<file path="src/inc/hdlcc_pkg.sv">
package hdlcc_pkg;
    // Line flag and stuffing
    localparam logic [7:0] HDLCC_FLAG = 8'h7E;
    localparam int HDLCC_STUFF_RUN = 5;
    localparam int HDLCC_ABORT_RUN = 7;
    // Frame length limits in bytes
    localparam int HDLCC_ADDR_MIN = 14;
    localparam int HDLCC_ADDR_MAX = 70;
    localparam int HDLCC_FCS_BYTES = 2;
    localparam int HDLCC_MIN_BYTES = HDLCC_ADDR_MIN + 1 + HDLCC_FCS_BYTES;
    // Check sequence
    localparam logic [15:0] HDLCC_FCS_INIT = 16'hFFFF;
    localparam logic [15:0] HDLCC_FCS_POLY = 16'h8408;
    localparam logic [15:0] HDLCC_FCS_GOOD = 16'hF0B8;
    // Control byte codes
    localparam logic [3:0] HDLCC_SUP_RR = 4'h1;
    localparam logic [3:0] HDLCC_SUP_RNR = 4'h5;
    localparam logic [3:0] HDLCC_SUP_REJ = 4'h9;
    localparam logic [7:0] HDLCC_CTL_UI = 8'h03;
    localparam logic [7:0] HDLCC_CTL_DM = 8'h0F;
    localparam logic [7:0] HDLCC_CTL_SABM = 8'h2F;
    localparam logic [7:0] HDLCC_CTL_DISC = 8'h43;
    localparam logic [7:0] HDLCC_CTL_UA = 8'h63;
    localparam logic [7:0] HDLCC_CTL_FRMR = 8'h87;
    localparam logic [7:0] HDLCC_PID_NONE = 8'hF0;
    // Sequence numbers
    localparam int HDLCC_SEQ_W = 3;
    localparam int HDLCC_MAX_OUT = 7;
    // Clock recovery: samples per bit
    localparam int HDLCC_OVS = 8;
    // Frame classes
    typedef enum logic [3:0] {
        HDLCC_K_I, HDLCC_K_RR, HDLCC_K_RNR, HDLCC_K_REJ, HDLCC_K_UI,
        HDLCC_K_DM, HDLCC_K_SABM, HDLCC_K_DISC, HDLCC_K_UA, HDLCC_K_FRMR,
        HDLCC_K_UNK
    } hdlcc_kind_e;
endpackage : hdlcc_pkg

</file>
<file path="src/inc/hdlcc_bit_if.sv">
`timescale 1ns/1ps
// Recovered bit stream from line front end to deframer
interface hdlcc_bit_if;
    logic valid;
    logic bitVal;
    modport src (output valid, output bitVal);
    modport dst (input valid, input bitVal);
endinterface : hdlcc_bit_if

</file>
<file path="src/rtl/hdlcc_rx_front.sv">
`timescale 1ns/1ps
// Oversampled NRZI receive front end with transition-locked bit clock
module hdlcc_rx_front
    import hdlcc_pkg::*;
(
    // Clock and reset
    input wire logic clock,
    input wire logic rstn,
    input wire logic clkEn,
    // Line sample
    input wire logic rxLine,
    // Recovered bits
    hdlcc_bit_if.src bits
);
    import hdlcc_pkg::*;
    localparam logic [3:0] PH_MAX = 4'(HDLCC_OVS - 1);
    localparam logic [3:0] PH_MID = 4'(HDLCC_OVS / 2);
    logic lineR_r, lineR_nxt, prevLvl_r, prevLvl_nxt;
    logic [3:0] phase_r, phase_nxt;
    logic valid_r, valid_nxt, bit_r, bit_nxt;

    // Phase reset on transition, decode at bit centre
    always_comb
    begin
        lineR_nxt = rxLine;
        phase_nxt = (phase_r == PH_MAX) ? 4'h0 : phase_r + 4'h1;
        prevLvl_nxt = prevLvl_r;
        valid_nxt = 1'b0;
        bit_nxt = bit_r;
        if (rxLine != lineR_r)
            phase_nxt = 4'h0;
        if (phase_r == PH_MID)
        begin
            valid_nxt = 1'b1;
            bit_nxt = (lineR_r == prevLvl_r);
            prevLvl_nxt = lineR_r;
        end
    end

    always_ff @(posedge clock or negedge rstn)
    begin
        if (!rstn)
        begin
            lineR_r <= 1'b1;
            prevLvl_r <= 1'b1;
            phase_r <= 4'h0;
            valid_r <= 1'b0;
            bit_r <= 1'b0;
        end
        else if (clkEn)
        begin
            lineR_r <= lineR_nxt;
            prevLvl_r <= prevLvl_nxt;
            phase_r <= phase_nxt;
            valid_r <= valid_nxt;
            bit_r <= bit_nxt;
        end
    end

    assign bits.valid = valid_r;
    assign bits.bitVal = bit_r;
endmodule : hdlcc_rx_front

</file>
<file path="src/rtl/hdlcc_codec.sv">
`timescale 1ns/1ps
module hdlcc_codec
    import hdlcc_pkg::*;
#(
    parameter int TX_BIT_DIV = HDLCC_OVS,
    parameter logic [2:0] MAX_OUTSTANDING_FRAMES = 3'(HDLCC_MAX_OUT)
)(
    // Clock and reset
    input wire logic clock,
    input wire logic rstn,
    input wire logic clkEn,
    // Transmit bytes from host
    input wire logic txValid,
    input wire logic [7:0] txData,
    input wire logic txLast,
    output logic txReady,
    // Receive bytes to host
    output logic rxValid,
    output logic [7:0] rxData,
    output logic rxEnd,
    output logic rxGood,
    output logic rxErr,
    output logic [3:0] rxKind,
    output logic [2:0] rxNs,
    output logic [2:0] rxNr,
    output logic rxPidOk,
    output logic [2:0] maxOut,
    // Line
    input wire logic rxLine,
    output logic txLine
);
    import hdlcc_pkg::*;
    localparam logic [15:0] DIV_MAX = 16'(TX_BIT_DIV - 1);
    // Good residue once the closing flag's first seven bits have passed the checker
    localparam logic [15:0] FCS_AT_FLAG = 16'h4F85;

    // Transmit: bit timer, shifter, stuffing, FCS, NRZI
    typedef enum logic [2:0] {TX_IDLE, TX_OPEN, TX_DATA, TX_FCS, TX_CLOSE} hdlcc_tx_e;
    hdlcc_tx_e txSt_r, txSt_nxt;
    logic [15:0] div_r, div_nxt;
    logic [7:0] txSh_r, txSh_nxt;
    logic [3:0] txCnt_r, txCnt_nxt;
    logic [2:0] txOnes_r, txOnes_nxt;
    logic [15:0] txFcs_r, txFcs_nxt;
    logic txLast_r, txLast_nxt, txLine_r, txLine_nxt, txReady_r, txReady_nxt;
    logic tick, curBit, stuffNow;

    always_comb
    begin
        tick = (div_r == DIV_MAX);
        div_nxt = tick ? 16'h0 : div_r + 16'h1;
        txSt_nxt = txSt_r;
        txSh_nxt = txSh_r;
        txCnt_nxt = txCnt_r;
        txOnes_nxt = txOnes_r;
        txFcs_nxt = txFcs_r;
        txLast_nxt = txLast_r;
        txLine_nxt = txLine_r;
        txReady_nxt = 1'b0;
        curBit = txSh_r[0];
        stuffNow = (txSt_r == TX_DATA || txSt_r == TX_FCS
            || (txSt_r == TX_CLOSE && txCnt_r == 4'h0)) && txOnes_r == 3'(HDLCC_STUFF_RUN);
        if (txSt_r == TX_IDLE)
        begin
            if (txValid)
            begin
                txSt_nxt = TX_OPEN;
                txSh_nxt = HDLCC_FLAG;
                txCnt_nxt = 4'h0;
            end
        end
        else if (tick)
        begin
            if (stuffNow)
            begin
                txLine_nxt = !txLine_r;
                txOnes_nxt = 3'h0;
            end
            else
            begin
                if (!curBit)
                    txLine_nxt = !txLine_r;
                if (txSt_r == TX_DATA || txSt_r == TX_FCS)
                    txOnes_nxt = curBit ? txOnes_r + 3'h1 : 3'h0;
                if (txSt_r == TX_DATA)
                    txFcs_nxt = (txFcs_r >> 1) ^
                        (((txFcs_r[0] ^ curBit)) ? HDLCC_FCS_POLY : 16'h0);
                txSh_nxt = {1'b0, txSh_r[7:1]};
                txCnt_nxt = txCnt_r + 4'h1;
                if (txCnt_r == 4'h7 || (txSt_r == TX_FCS && txCnt_r == 4'hF))
                begin
                    unique case (txSt_r)
                        TX_OPEN:
                        begin
                            txSt_nxt = TX_DATA;
                            txSh_nxt = txData;
                            txLast_nxt = txLast;
                            txFcs_nxt = HDLCC_FCS_INIT;
                            txOnes_nxt = 3'h0;
                            txCnt_nxt = 4'h0;
                        end
                        TX_DATA:
                        begin
                            txCnt_nxt = 4'h0;
                            if (txLast_r)
                            begin
                                txSt_nxt = TX_FCS;
                                txSh_nxt = ~txFcs_nxt[7:0];
                            end
                            else
                            begin
                                txSh_nxt = txData;
                                txLast_nxt = txLast;
                            end
                        end
                        TX_FCS:
                            if (txCnt_r == 4'h7)
                                txSh_nxt = ~txFcs_r[15:8];
                            else
                            begin
                                txSt_nxt = TX_CLOSE;
                                txSh_nxt = HDLCC_FLAG;
                                txCnt_nxt = 4'h0;
                            end
                        TX_CLOSE:
                            txSt_nxt = TX_IDLE;
                        default:
                            txSt_nxt = TX_IDLE;
                    endcase
                    // Next data byte taken on load
                    txReady_nxt = (txSt_r == TX_OPEN) || (txSt_r == TX_DATA && !txLast_r);
                end
            end
        end
    end

    always_ff @(posedge clock or negedge rstn)
    begin
        if (!rstn)
        begin
            txSt_r <= TX_IDLE;
            div_r <= 16'h0;
            txSh_r <= 8'h00;
            txCnt_r <= 4'h0;
            txOnes_r <= 3'h0;
            txFcs_r <= HDLCC_FCS_INIT;
            txLast_r <= 1'b0;
            txLine_r <= 1'b1;
            txReady_r <= 1'b0;
        end
        else if (clkEn)
        begin
            txSt_r <= txSt_nxt;
            div_r <= div_nxt;
            txSh_r <= txSh_nxt;
            txCnt_r <= txCnt_nxt;
            txOnes_r <= txOnes_nxt;
            txFcs_r <= txFcs_nxt;
            txLast_r <= txLast_nxt;
            txLine_r <= txLine_nxt;
            txReady_r <= txReady_nxt;
        end
    end

    // Receive front end
    hdlcc_bit_if rxBits ();
    hdlcc_rx_front uFront (
        .clock(clock),
        .rstn(rstn),
        .clkEn(clkEn),
        .rxLine(rxLine),
        .bits(rxBits)
    );

    // Receive deframer: flag hunt, destuff, FCS, classify
    logic [7:0] hist_r, hist_nxt, rSh_r, rSh_nxt, ctl_r, ctl_nxt;
    logic [7:0] pend_r, pend_nxt, older_r, older_nxt, out_r, out_nxt;
    logic [2:0] rCnt_r, rCnt_nxt, rOnes_r, rOnes_nxt;
    logic [15:0] rFcs_r, rFcs_nxt;
    logic [7:0] len_r, len_nxt;
    logic inFrame_r, inFrame_nxt, addrEnd_r, addrEnd_nxt;
    logic bad_r, bad_nxt, oV_r, oV_nxt, oEnd_r, oEnd_nxt, oGood_r, oGood_nxt;
    logic oErr_r, oErr_nxt, pidOk_r, pidOk_nxt, pidDue_r, pidDue_nxt;
    logic [3:0] kind_r, kind_nxt;
    logic [2:0] ns_r, ns_nxt, nr_r, nr_nxt;
    logic [7:0] h, byteNow;

    always_comb
    begin
        hist_nxt = hist_r;
        rSh_nxt = rSh_r;
        ctl_nxt = ctl_r;
        pend_nxt = pend_r;
        older_nxt = older_r;
        out_nxt = out_r;
        rCnt_nxt = rCnt_r;
        rOnes_nxt = rOnes_r;
        rFcs_nxt = rFcs_r;
        len_nxt = len_r;
        inFrame_nxt = inFrame_r;
        addrEnd_nxt = addrEnd_r;
        pidDue_nxt = pidDue_r;
        bad_nxt = bad_r;
        oV_nxt = 1'b0;
        oEnd_nxt = 1'b0;
        oGood_nxt = 1'b0;
        oErr_nxt = 1'b0;
        pidOk_nxt = pidOk_r;
        kind_nxt = kind_r;
        ns_nxt = ns_r;
        nr_nxt = nr_r;
        h = {rxBits.bitVal, hist_r[7:1]};
        byteNow = {rxBits.bitVal, rSh_r[7:1]};
        if (rxBits.valid)
        begin
            hist_nxt = h;
            rOnes_nxt = rxBits.bitVal ? rOnes_r + 3'h1 : 3'h0;
            if (h == HDLCC_FLAG)
            begin
                // Closing flag ends frame; check length and FCS
                if (inFrame_r && len_r != 8'h0)
                begin
                    oEnd_nxt = 1'b1;
                    if (bad_r || len_r < 8'(HDLCC_MIN_BYTES) || rCnt_r != 3'h7
                        || rFcs_r != FCS_AT_FLAG)
                        oErr_nxt = 1'b1;
                    else
                        oGood_nxt = 1'b1;
                end
                inFrame_nxt = 1'b1;
                len_nxt = 8'h0;
                rCnt_nxt = 3'h0;
                rOnes_nxt = 3'h0;
                rFcs_nxt = HDLCC_FCS_INIT;
                bad_nxt = 1'b0;
                addrEnd_nxt = 1'b0;
                pidDue_nxt = 1'b0;
            end
            else if (rOnes_r == 3'(HDLCC_ABORT_RUN - 1) && rxBits.bitVal)
            begin
                inFrame_nxt = 1'b0;
                if (len_r != 8'h0)
                    oErr_nxt = 1'b1;
                len_nxt = 8'h0;
            end
            else if (inFrame_r && rOnes_r == 3'(HDLCC_STUFF_RUN) && !rxBits.bitVal)
                rOnes_nxt = 3'h0;
            else if (inFrame_r)
            begin
                rSh_nxt = byteNow;
                rCnt_nxt = rCnt_r + 3'h1;
                rFcs_nxt = (rFcs_r >> 1) ^
                    ((rFcs_r[0] ^ rxBits.bitVal) ? HDLCC_FCS_POLY : 16'h0);
                if (rCnt_r == 3'h7)
                begin
                    if (len_r != 8'hFF)
                        len_nxt = len_r + 8'h1;
                    // Delay output by two bytes so FCS never reaches host
                    pend_nxt = byteNow;
                    older_nxt = pend_r;
                    pidDue_nxt = 1'b0;
                    if (len_r >= 8'h2)
                    begin
                        oV_nxt = 1'b1;
                        out_nxt = older_r;
                    end
                    if (len_r >= 8'h2 && len_r < 8'(HDLCC_ADDR_MAX + 2))
                    begin
                        // Address ends on a byte with its low bit set
                        if (!addrEnd_r && pend_r[0] && len_r >= 8'(HDLCC_ADDR_MIN))
                            addrEnd_nxt = 1'b1;
                    end
                    else if (len_r >= 8'(HDLCC_ADDR_MAX + 2) && !addrEnd_r)
                        bad_nxt = 1'b1;
                    if (addrEnd_r && ctl_r == 8'h00 && kind_r == 4'(HDLCC_K_UNK))
                    begin
                        ctl_nxt = pend_r;
                        ns_nxt = pend_r[3:1];
                        nr_nxt = pend_r[7:5];
                        if (!pend_r[0])
                            kind_nxt = 4'(HDLCC_K_I);
                        else if (pend_r[3:0] == HDLCC_SUP_RR)
                            kind_nxt = 4'(HDLCC_K_RR);
                        else if (pend_r[3:0] == HDLCC_SUP_RNR)
                            kind_nxt = 4'(HDLCC_K_RNR);
                        else if (pend_r[3:0] == HDLCC_SUP_REJ)
                            kind_nxt = 4'(HDLCC_K_REJ);
                        else if (pend_r == HDLCC_CTL_UI)
                            kind_nxt = 4'(HDLCC_K_UI);
                        else if (pend_r == HDLCC_CTL_DM)
                            kind_nxt = 4'(HDLCC_K_DM);
                        else if (pend_r == HDLCC_CTL_SABM)
                            kind_nxt = 4'(HDLCC_K_SABM);
                        else if (pend_r == HDLCC_CTL_DISC)
                            kind_nxt = 4'(HDLCC_K_DISC);
                        else if (pend_r == HDLCC_CTL_UA)
                            kind_nxt = 4'(HDLCC_K_UA);
                        else if (pend_r == HDLCC_CTL_FRMR)
                            kind_nxt = 4'(HDLCC_K_FRMR);
                        else
                            kind_nxt = 4'(HDLCC_K_UNK);
                        pidDue_nxt = 1'b1;
                    end
                    // Identifier follows control in I and UI frames
                    if (pidDue_r && (kind_r == 4'(HDLCC_K_I) || kind_r == 4'(HDLCC_K_UI)))
                        pidOk_nxt = (pend_r == HDLCC_PID_NONE);
                end
            end
            if (len_r == 8'h0 && len_nxt == 8'h1)
            begin
                kind_nxt = 4'(HDLCC_K_UNK);
                ctl_nxt = 8'h00;
                pidOk_nxt = 1'b0;
            end
        end
    end

    always_ff @(posedge clock or negedge rstn)
    begin
        if (!rstn)
        begin
            hist_r <= 8'h00;
            rSh_r <= 8'h00;
            ctl_r <= 8'h00;
            pend_r <= 8'h00;
            older_r <= 8'h00;
            out_r <= 8'h00;
            rCnt_r <= 3'h0;
            rOnes_r <= 3'h0;
            rFcs_r <= HDLCC_FCS_INIT;
            len_r <= 8'h0;
            inFrame_r <= 1'b0;
            addrEnd_r <= 1'b0;
            pidDue_r <= 1'b0;
            bad_r <= 1'b0;
            oV_r <= 1'b0;
            oEnd_r <= 1'b0;
            oGood_r <= 1'b0;
            oErr_r <= 1'b0;
            pidOk_r <= 1'b0;
            kind_r <= 4'(HDLCC_K_UNK);
            ns_r <= 3'h0;
            nr_r <= 3'h0;
        end
        else if (clkEn)
        begin
            hist_r <= hist_nxt;
            rSh_r <= rSh_nxt;
            ctl_r <= ctl_nxt;
            pend_r <= pend_nxt;
            older_r <= older_nxt;
            out_r <= out_nxt;
            rCnt_r <= rCnt_nxt;
            rOnes_r <= rOnes_nxt;
            rFcs_r <= rFcs_nxt;
            len_r <= len_nxt;
            inFrame_r <= inFrame_nxt;
            addrEnd_r <= addrEnd_nxt;
            pidDue_r <= pidDue_nxt;
            bad_r <= bad_nxt;
            oV_r <= oV_nxt;
            oEnd_r <= oEnd_nxt;
            oGood_r <= oGood_nxt;
            oErr_r <= oErr_nxt;
            pidOk_r <= pidOk_nxt;
            kind_r <= kind_nxt;
            ns_r <= ns_nxt;
            nr_r <= nr_nxt;
        end
    end

    // Outputs straight from registers, except maxOut, which is the MAX_OUTSTANDING_FRAMES parameter
    assign txReady = txReady_r;
    assign txLine = txLine_r;
    assign rxValid = oV_r;
    assign rxData = out_r;
    assign rxEnd = oEnd_r;
    assign rxGood = oGood_r;
    assign rxErr = oErr_r;
    assign rxKind = kind_r;
    assign rxNs = ns_r;
    assign rxNr = nr_r;
    assign rxPidOk = pidOk_r;
    assign maxOut = MAX_OUTSTANDING_FRAMES;
endmodule : hdlcc_codec

</file>
<file path="config.mk">
export PLATFORM = sky130hd
export DESIGN_NAME = hdlcc_codec
export DESIGN_NICKNAME = d
export VERILOG_FILES = /design/src/inc/hdlcc_pkg.sv /design/src/inc/hdlcc_bit_if.sv /design/src/rtl/hdlcc_rx_front.sv /design/src/rtl/hdlcc_codec.sv
export SDC_FILE = /design/constraint.sdc
export NUM_CORES = 1
export LEC_CHECK = 0
export BUFFER_PORTS_ARGS = -buffer_cell sky130_fd_sc_hd__buf_4
export CORE_MARGIN = 8
export CORE_UTILIZATION = 60
export DETAILED_ROUTE_END_ITERATION = 16
export PLACE_DENSITY_LB_ADDON = 0.3
export SYNTH_ARGS = -nofsm -noshare
export SYNTH_HDL_FRONTEND = slang
export SYNTH_HIERARCHICAL = 1
export SYNTH_SLANG_ARGS = --single-unit
</file>
<file path="constraint.sdc">
create_clock -name clock -period 3.2 [get_ports clock]
set_input_delay 0.16 -clock clock [delete_from_list [all_inputs] [get_ports clock]]
set_output_delay 0.16 -clock clock [all_outputs]
set_load 0.05 [all_outputs]
</file>
==> reports/metrics.cfg <==
[critical_path]
cp_data_required_time_ns = 3.56
crit_path_max_fanout = 10
path_class = reg -> reg
cp.arrival_ns = 2.98
cp-end-kind = flop
startpoint_type = flop
r2r_cells = 7

[final_layout]
nets = 805
num-fill-cells = 935
area_growth_pct = 13.7
layout_commonest_cell = nand2_1
drive_above_1_share_pct = 19.8
diodes = 0
layout_common_cells = 145 x nand2_1, 119 x dfrtp_1, 43 x buf_4, 37 x dfstp_2, 36 x nor2_1

[cts]
ctsLongestPathBuffers = 2
clock-sinks = 156
clkLatencyLatePin_ns = 0.43
cts_root_buf = clkbuf_16
clkTransAtPathRegs_ns = 0.06
cts_max_level = 4
cts_buffers = 17
cts_tree = built

[floorplanning]
coreArea_um2 = 12500
die_height_um = 128
rows = 41
fp.dieArea_um2 = 16500
start_util_pct = 60.8
ios = 42
die_x_um = 128

[drt]
drt-pass1-iter-count = 6
drt-initial-drc-count = 644
drc_errors = 0
drt-wirelength-per-cell_um = 16.7
viasPerCell = 5.94
drt_wl_total_um = 16100
vias = 5708
postRouteAntennaNets = 0

[logic_synthesis]
ys_ff_latch = 156
async_flop_share_pct = 100
synth_edf_count = 0
syn_inst = 746
yosys_warnings = 6
syn_area_per_cell_um2 = 10.2
seq_area_frac_synth_pct = 52.1
synth_area_um2 = 7580
ys.flop_type = dfrtp_1
ys_types = 72

[timing]
layout_setup_ws_ns = 0.573
setup-violations-final = 0
setup_tns_ns = 0
fmaxAchievable_mhz = 381
rsz0062_at_grt = no
hold_viol = 0
min_period_ns = 2.63
slew_headroom_pct = 48.6
worstMarginPinSlew_ns = 0.769
skew_ns = 0.0100
slew_violations = 0
fin_crit_sh_pct = 82.1

[place]
place_ws_ns = 0.564
place.gp.congestion = 0.935
io_buffers = 38
hpwl_um = 11100

[pwr]
peakVddDrop_mv = 0.342
power.density_nw_per_um2 = 549
p_leak_uw = 0.00398

[run]
cap_violations = 0

[min_path]
holdPathStages = 3
min_path_type = in -> reg

[global_route]
grt_max_degree = 83
grt_pass1_vias = 5592
grt_usage_pct = 20.3
antenna_found_initial = 0
gr-total-overflow = 0
grt_pass1_wl_um = 26900

[run_status]
status = completed

==> cell usage after synthesis (3+ instances only) <==
master    number  area share (%)
or3_1          3            0.25
dfrtp_1      119              39
and2_1         3            0.25
nand2b_1       5            0.41
nor2_1        36             1.8
nand4_1        7            0.58
a31o_2         3            0.35
nor3_1        11            0.73
and3_1         5            0.41
nand3_1       33             2.2
dfstp_2       37              13
nor2b_1       13             1.1
a221oi_1       4            0.46
o211ai_1       6            0.59
o21ai_0       33             2.2
xor2_1        11             1.3
a32o_1         3            0.40
nand3b_1       4            0.40
nand2_1      145             7.2
o21ai_1        3            0.20
inv_1         23             1.1
o31ai_1        8            0.79
ha_1          15             2.5
xnor2_1       12             1.4
a22o_1        11             1.3
nor4bb_1       6            0.79
clkbuf_1      23             1.1
buf_2          9            0.59
buf_4          5            0.50
nor4b_1        7            0.81
o22ai_1        5            0.41
or2_2          5            0.41
a21o_1         5            0.50
o31a_1         5            0.58
and4_1         3            0.35
o22a_1        22             2.5
mux2_2        22             3.3
a21oi_1       29             1.9
nor4_1         6            0.50
a211oi_1       3            0.30
==> per-layer routing <==
metal | vias to the layer above | global-route usage (%) | routed length (µm) | part of all wire [%]
met2 | 180 | 33.8 | 8060 | 50
li1 | 2707 | - | - | -
met4 | 0 | 6.85 | 277 | 1.7
met1 | 2796 | 25.0 | 6800 | 42
met5 | - | 0 | 0 | 0
met3 | 25 | 5.50 | 941 | 5.9
==> registers in the layout, indices dropped and copies added (netlist names), 4 cells and up <==
signal	cells
len_r	8
rxData	8
hist_r	7
rFcs_r	16
rxKind	4
txFcs_r	16
pend_r	8
txSh_r	8
txCnt_r	4
rSh_r	7
ctl_r	8
older_r	8
uFront/phase_r	4
div_r	16
==> stage by stage <==
step / hold WS [ns] / instances / total power, µW / cell area [µm²] / util (%)
floorplan: -0.136 / 748 / 2550 / 7590 / -
global placement: 0.238 / 927 / 2660 / 7990 / 64.1
detailed placement: 0.244 / 927 / 2690 / 7990 / 64.1
CTS: 0.0645 / 961 / 4760 / 8620 / 69.2
global route: 0.0816 / 961 / 4920 / 8620 / 69.2
finish: 0.0849 / 961 / 4730 / 8620 / 69.2
==> path summary, 6_finish.rpt <==
kind / endpoint / slack (ns) / startpoint
max: ctl_r[0] / 0.57 / len_r[1]
min: txSh_r[3] / 0.08 / txData[3]
max reg2reg: ctl_r[0] / 0.57 / len_r[1]
min reg2reg: pend_r[0] / 0.46 / rSh_r[1]
max in group asynchronous: uFront/prevLvl_r / 2.04 / rstn
min in group asynchronous: txCnt_r[2] / 0.34 / rstn
==> cell families after synthesis <==
kind of cell / after synthesis / synth area share (%)
flops: 156 / 52.1
xor+xnor: 24 / 2.87
simple gates: 300 / 19.7
fa+ha+maj: 15 / 2.47
mux: 24 / 3.60
buf+inv: 61 / 3.43
compound gates: 165 / 15.7
other cells: 1 / 0.0494
==> area by class of cell <==
| class | instances | area (µm²) | share of cell area, % |
|---|---|---|---|
| Clock inverter | 12 | 161 | 1.87 |
| Inverter | 23 | 86.3 | 1.00 |
| Tap cell | 172 | 215 | 2.50 |
| Multi-Input combinational cell | 531 | 3380 | 39.2 |
| Clock buffer | 20 | 457 | 5.30 |
| Timing Repair Buffer | 47 | 374 | 4.34 |
| Sequential cell | 156 | 3950 | 45.8 |
==> critical path, cell delays in order (launching register included) <==
cell,delay (ns)
dfrtp_1,0.45
ha_1,0.28
nand3_1,0.19
nor3_1,0.47
nor4_1,0.09
o211a_1,0.32
nor2b_1,0.52
a22o_1,0.22
==> report_power, final <==
group	switching, µW	total (µW)	internal [µW]	leakage (µW)
sequential	143	2230	2090	0.00198
clock	799	2070	1270	0.000293
combinational	237	429	193	0.00172
total	1180	4730	3550	0.00398
==> repair_timing <==
action,in CTS,in global routing
setup buffers,0,0
resized for setup,0,0
hold buffers,2,0
endpoints found under the hold margin,57,0
Note: power is estimated with default switching activity, not from simulation.
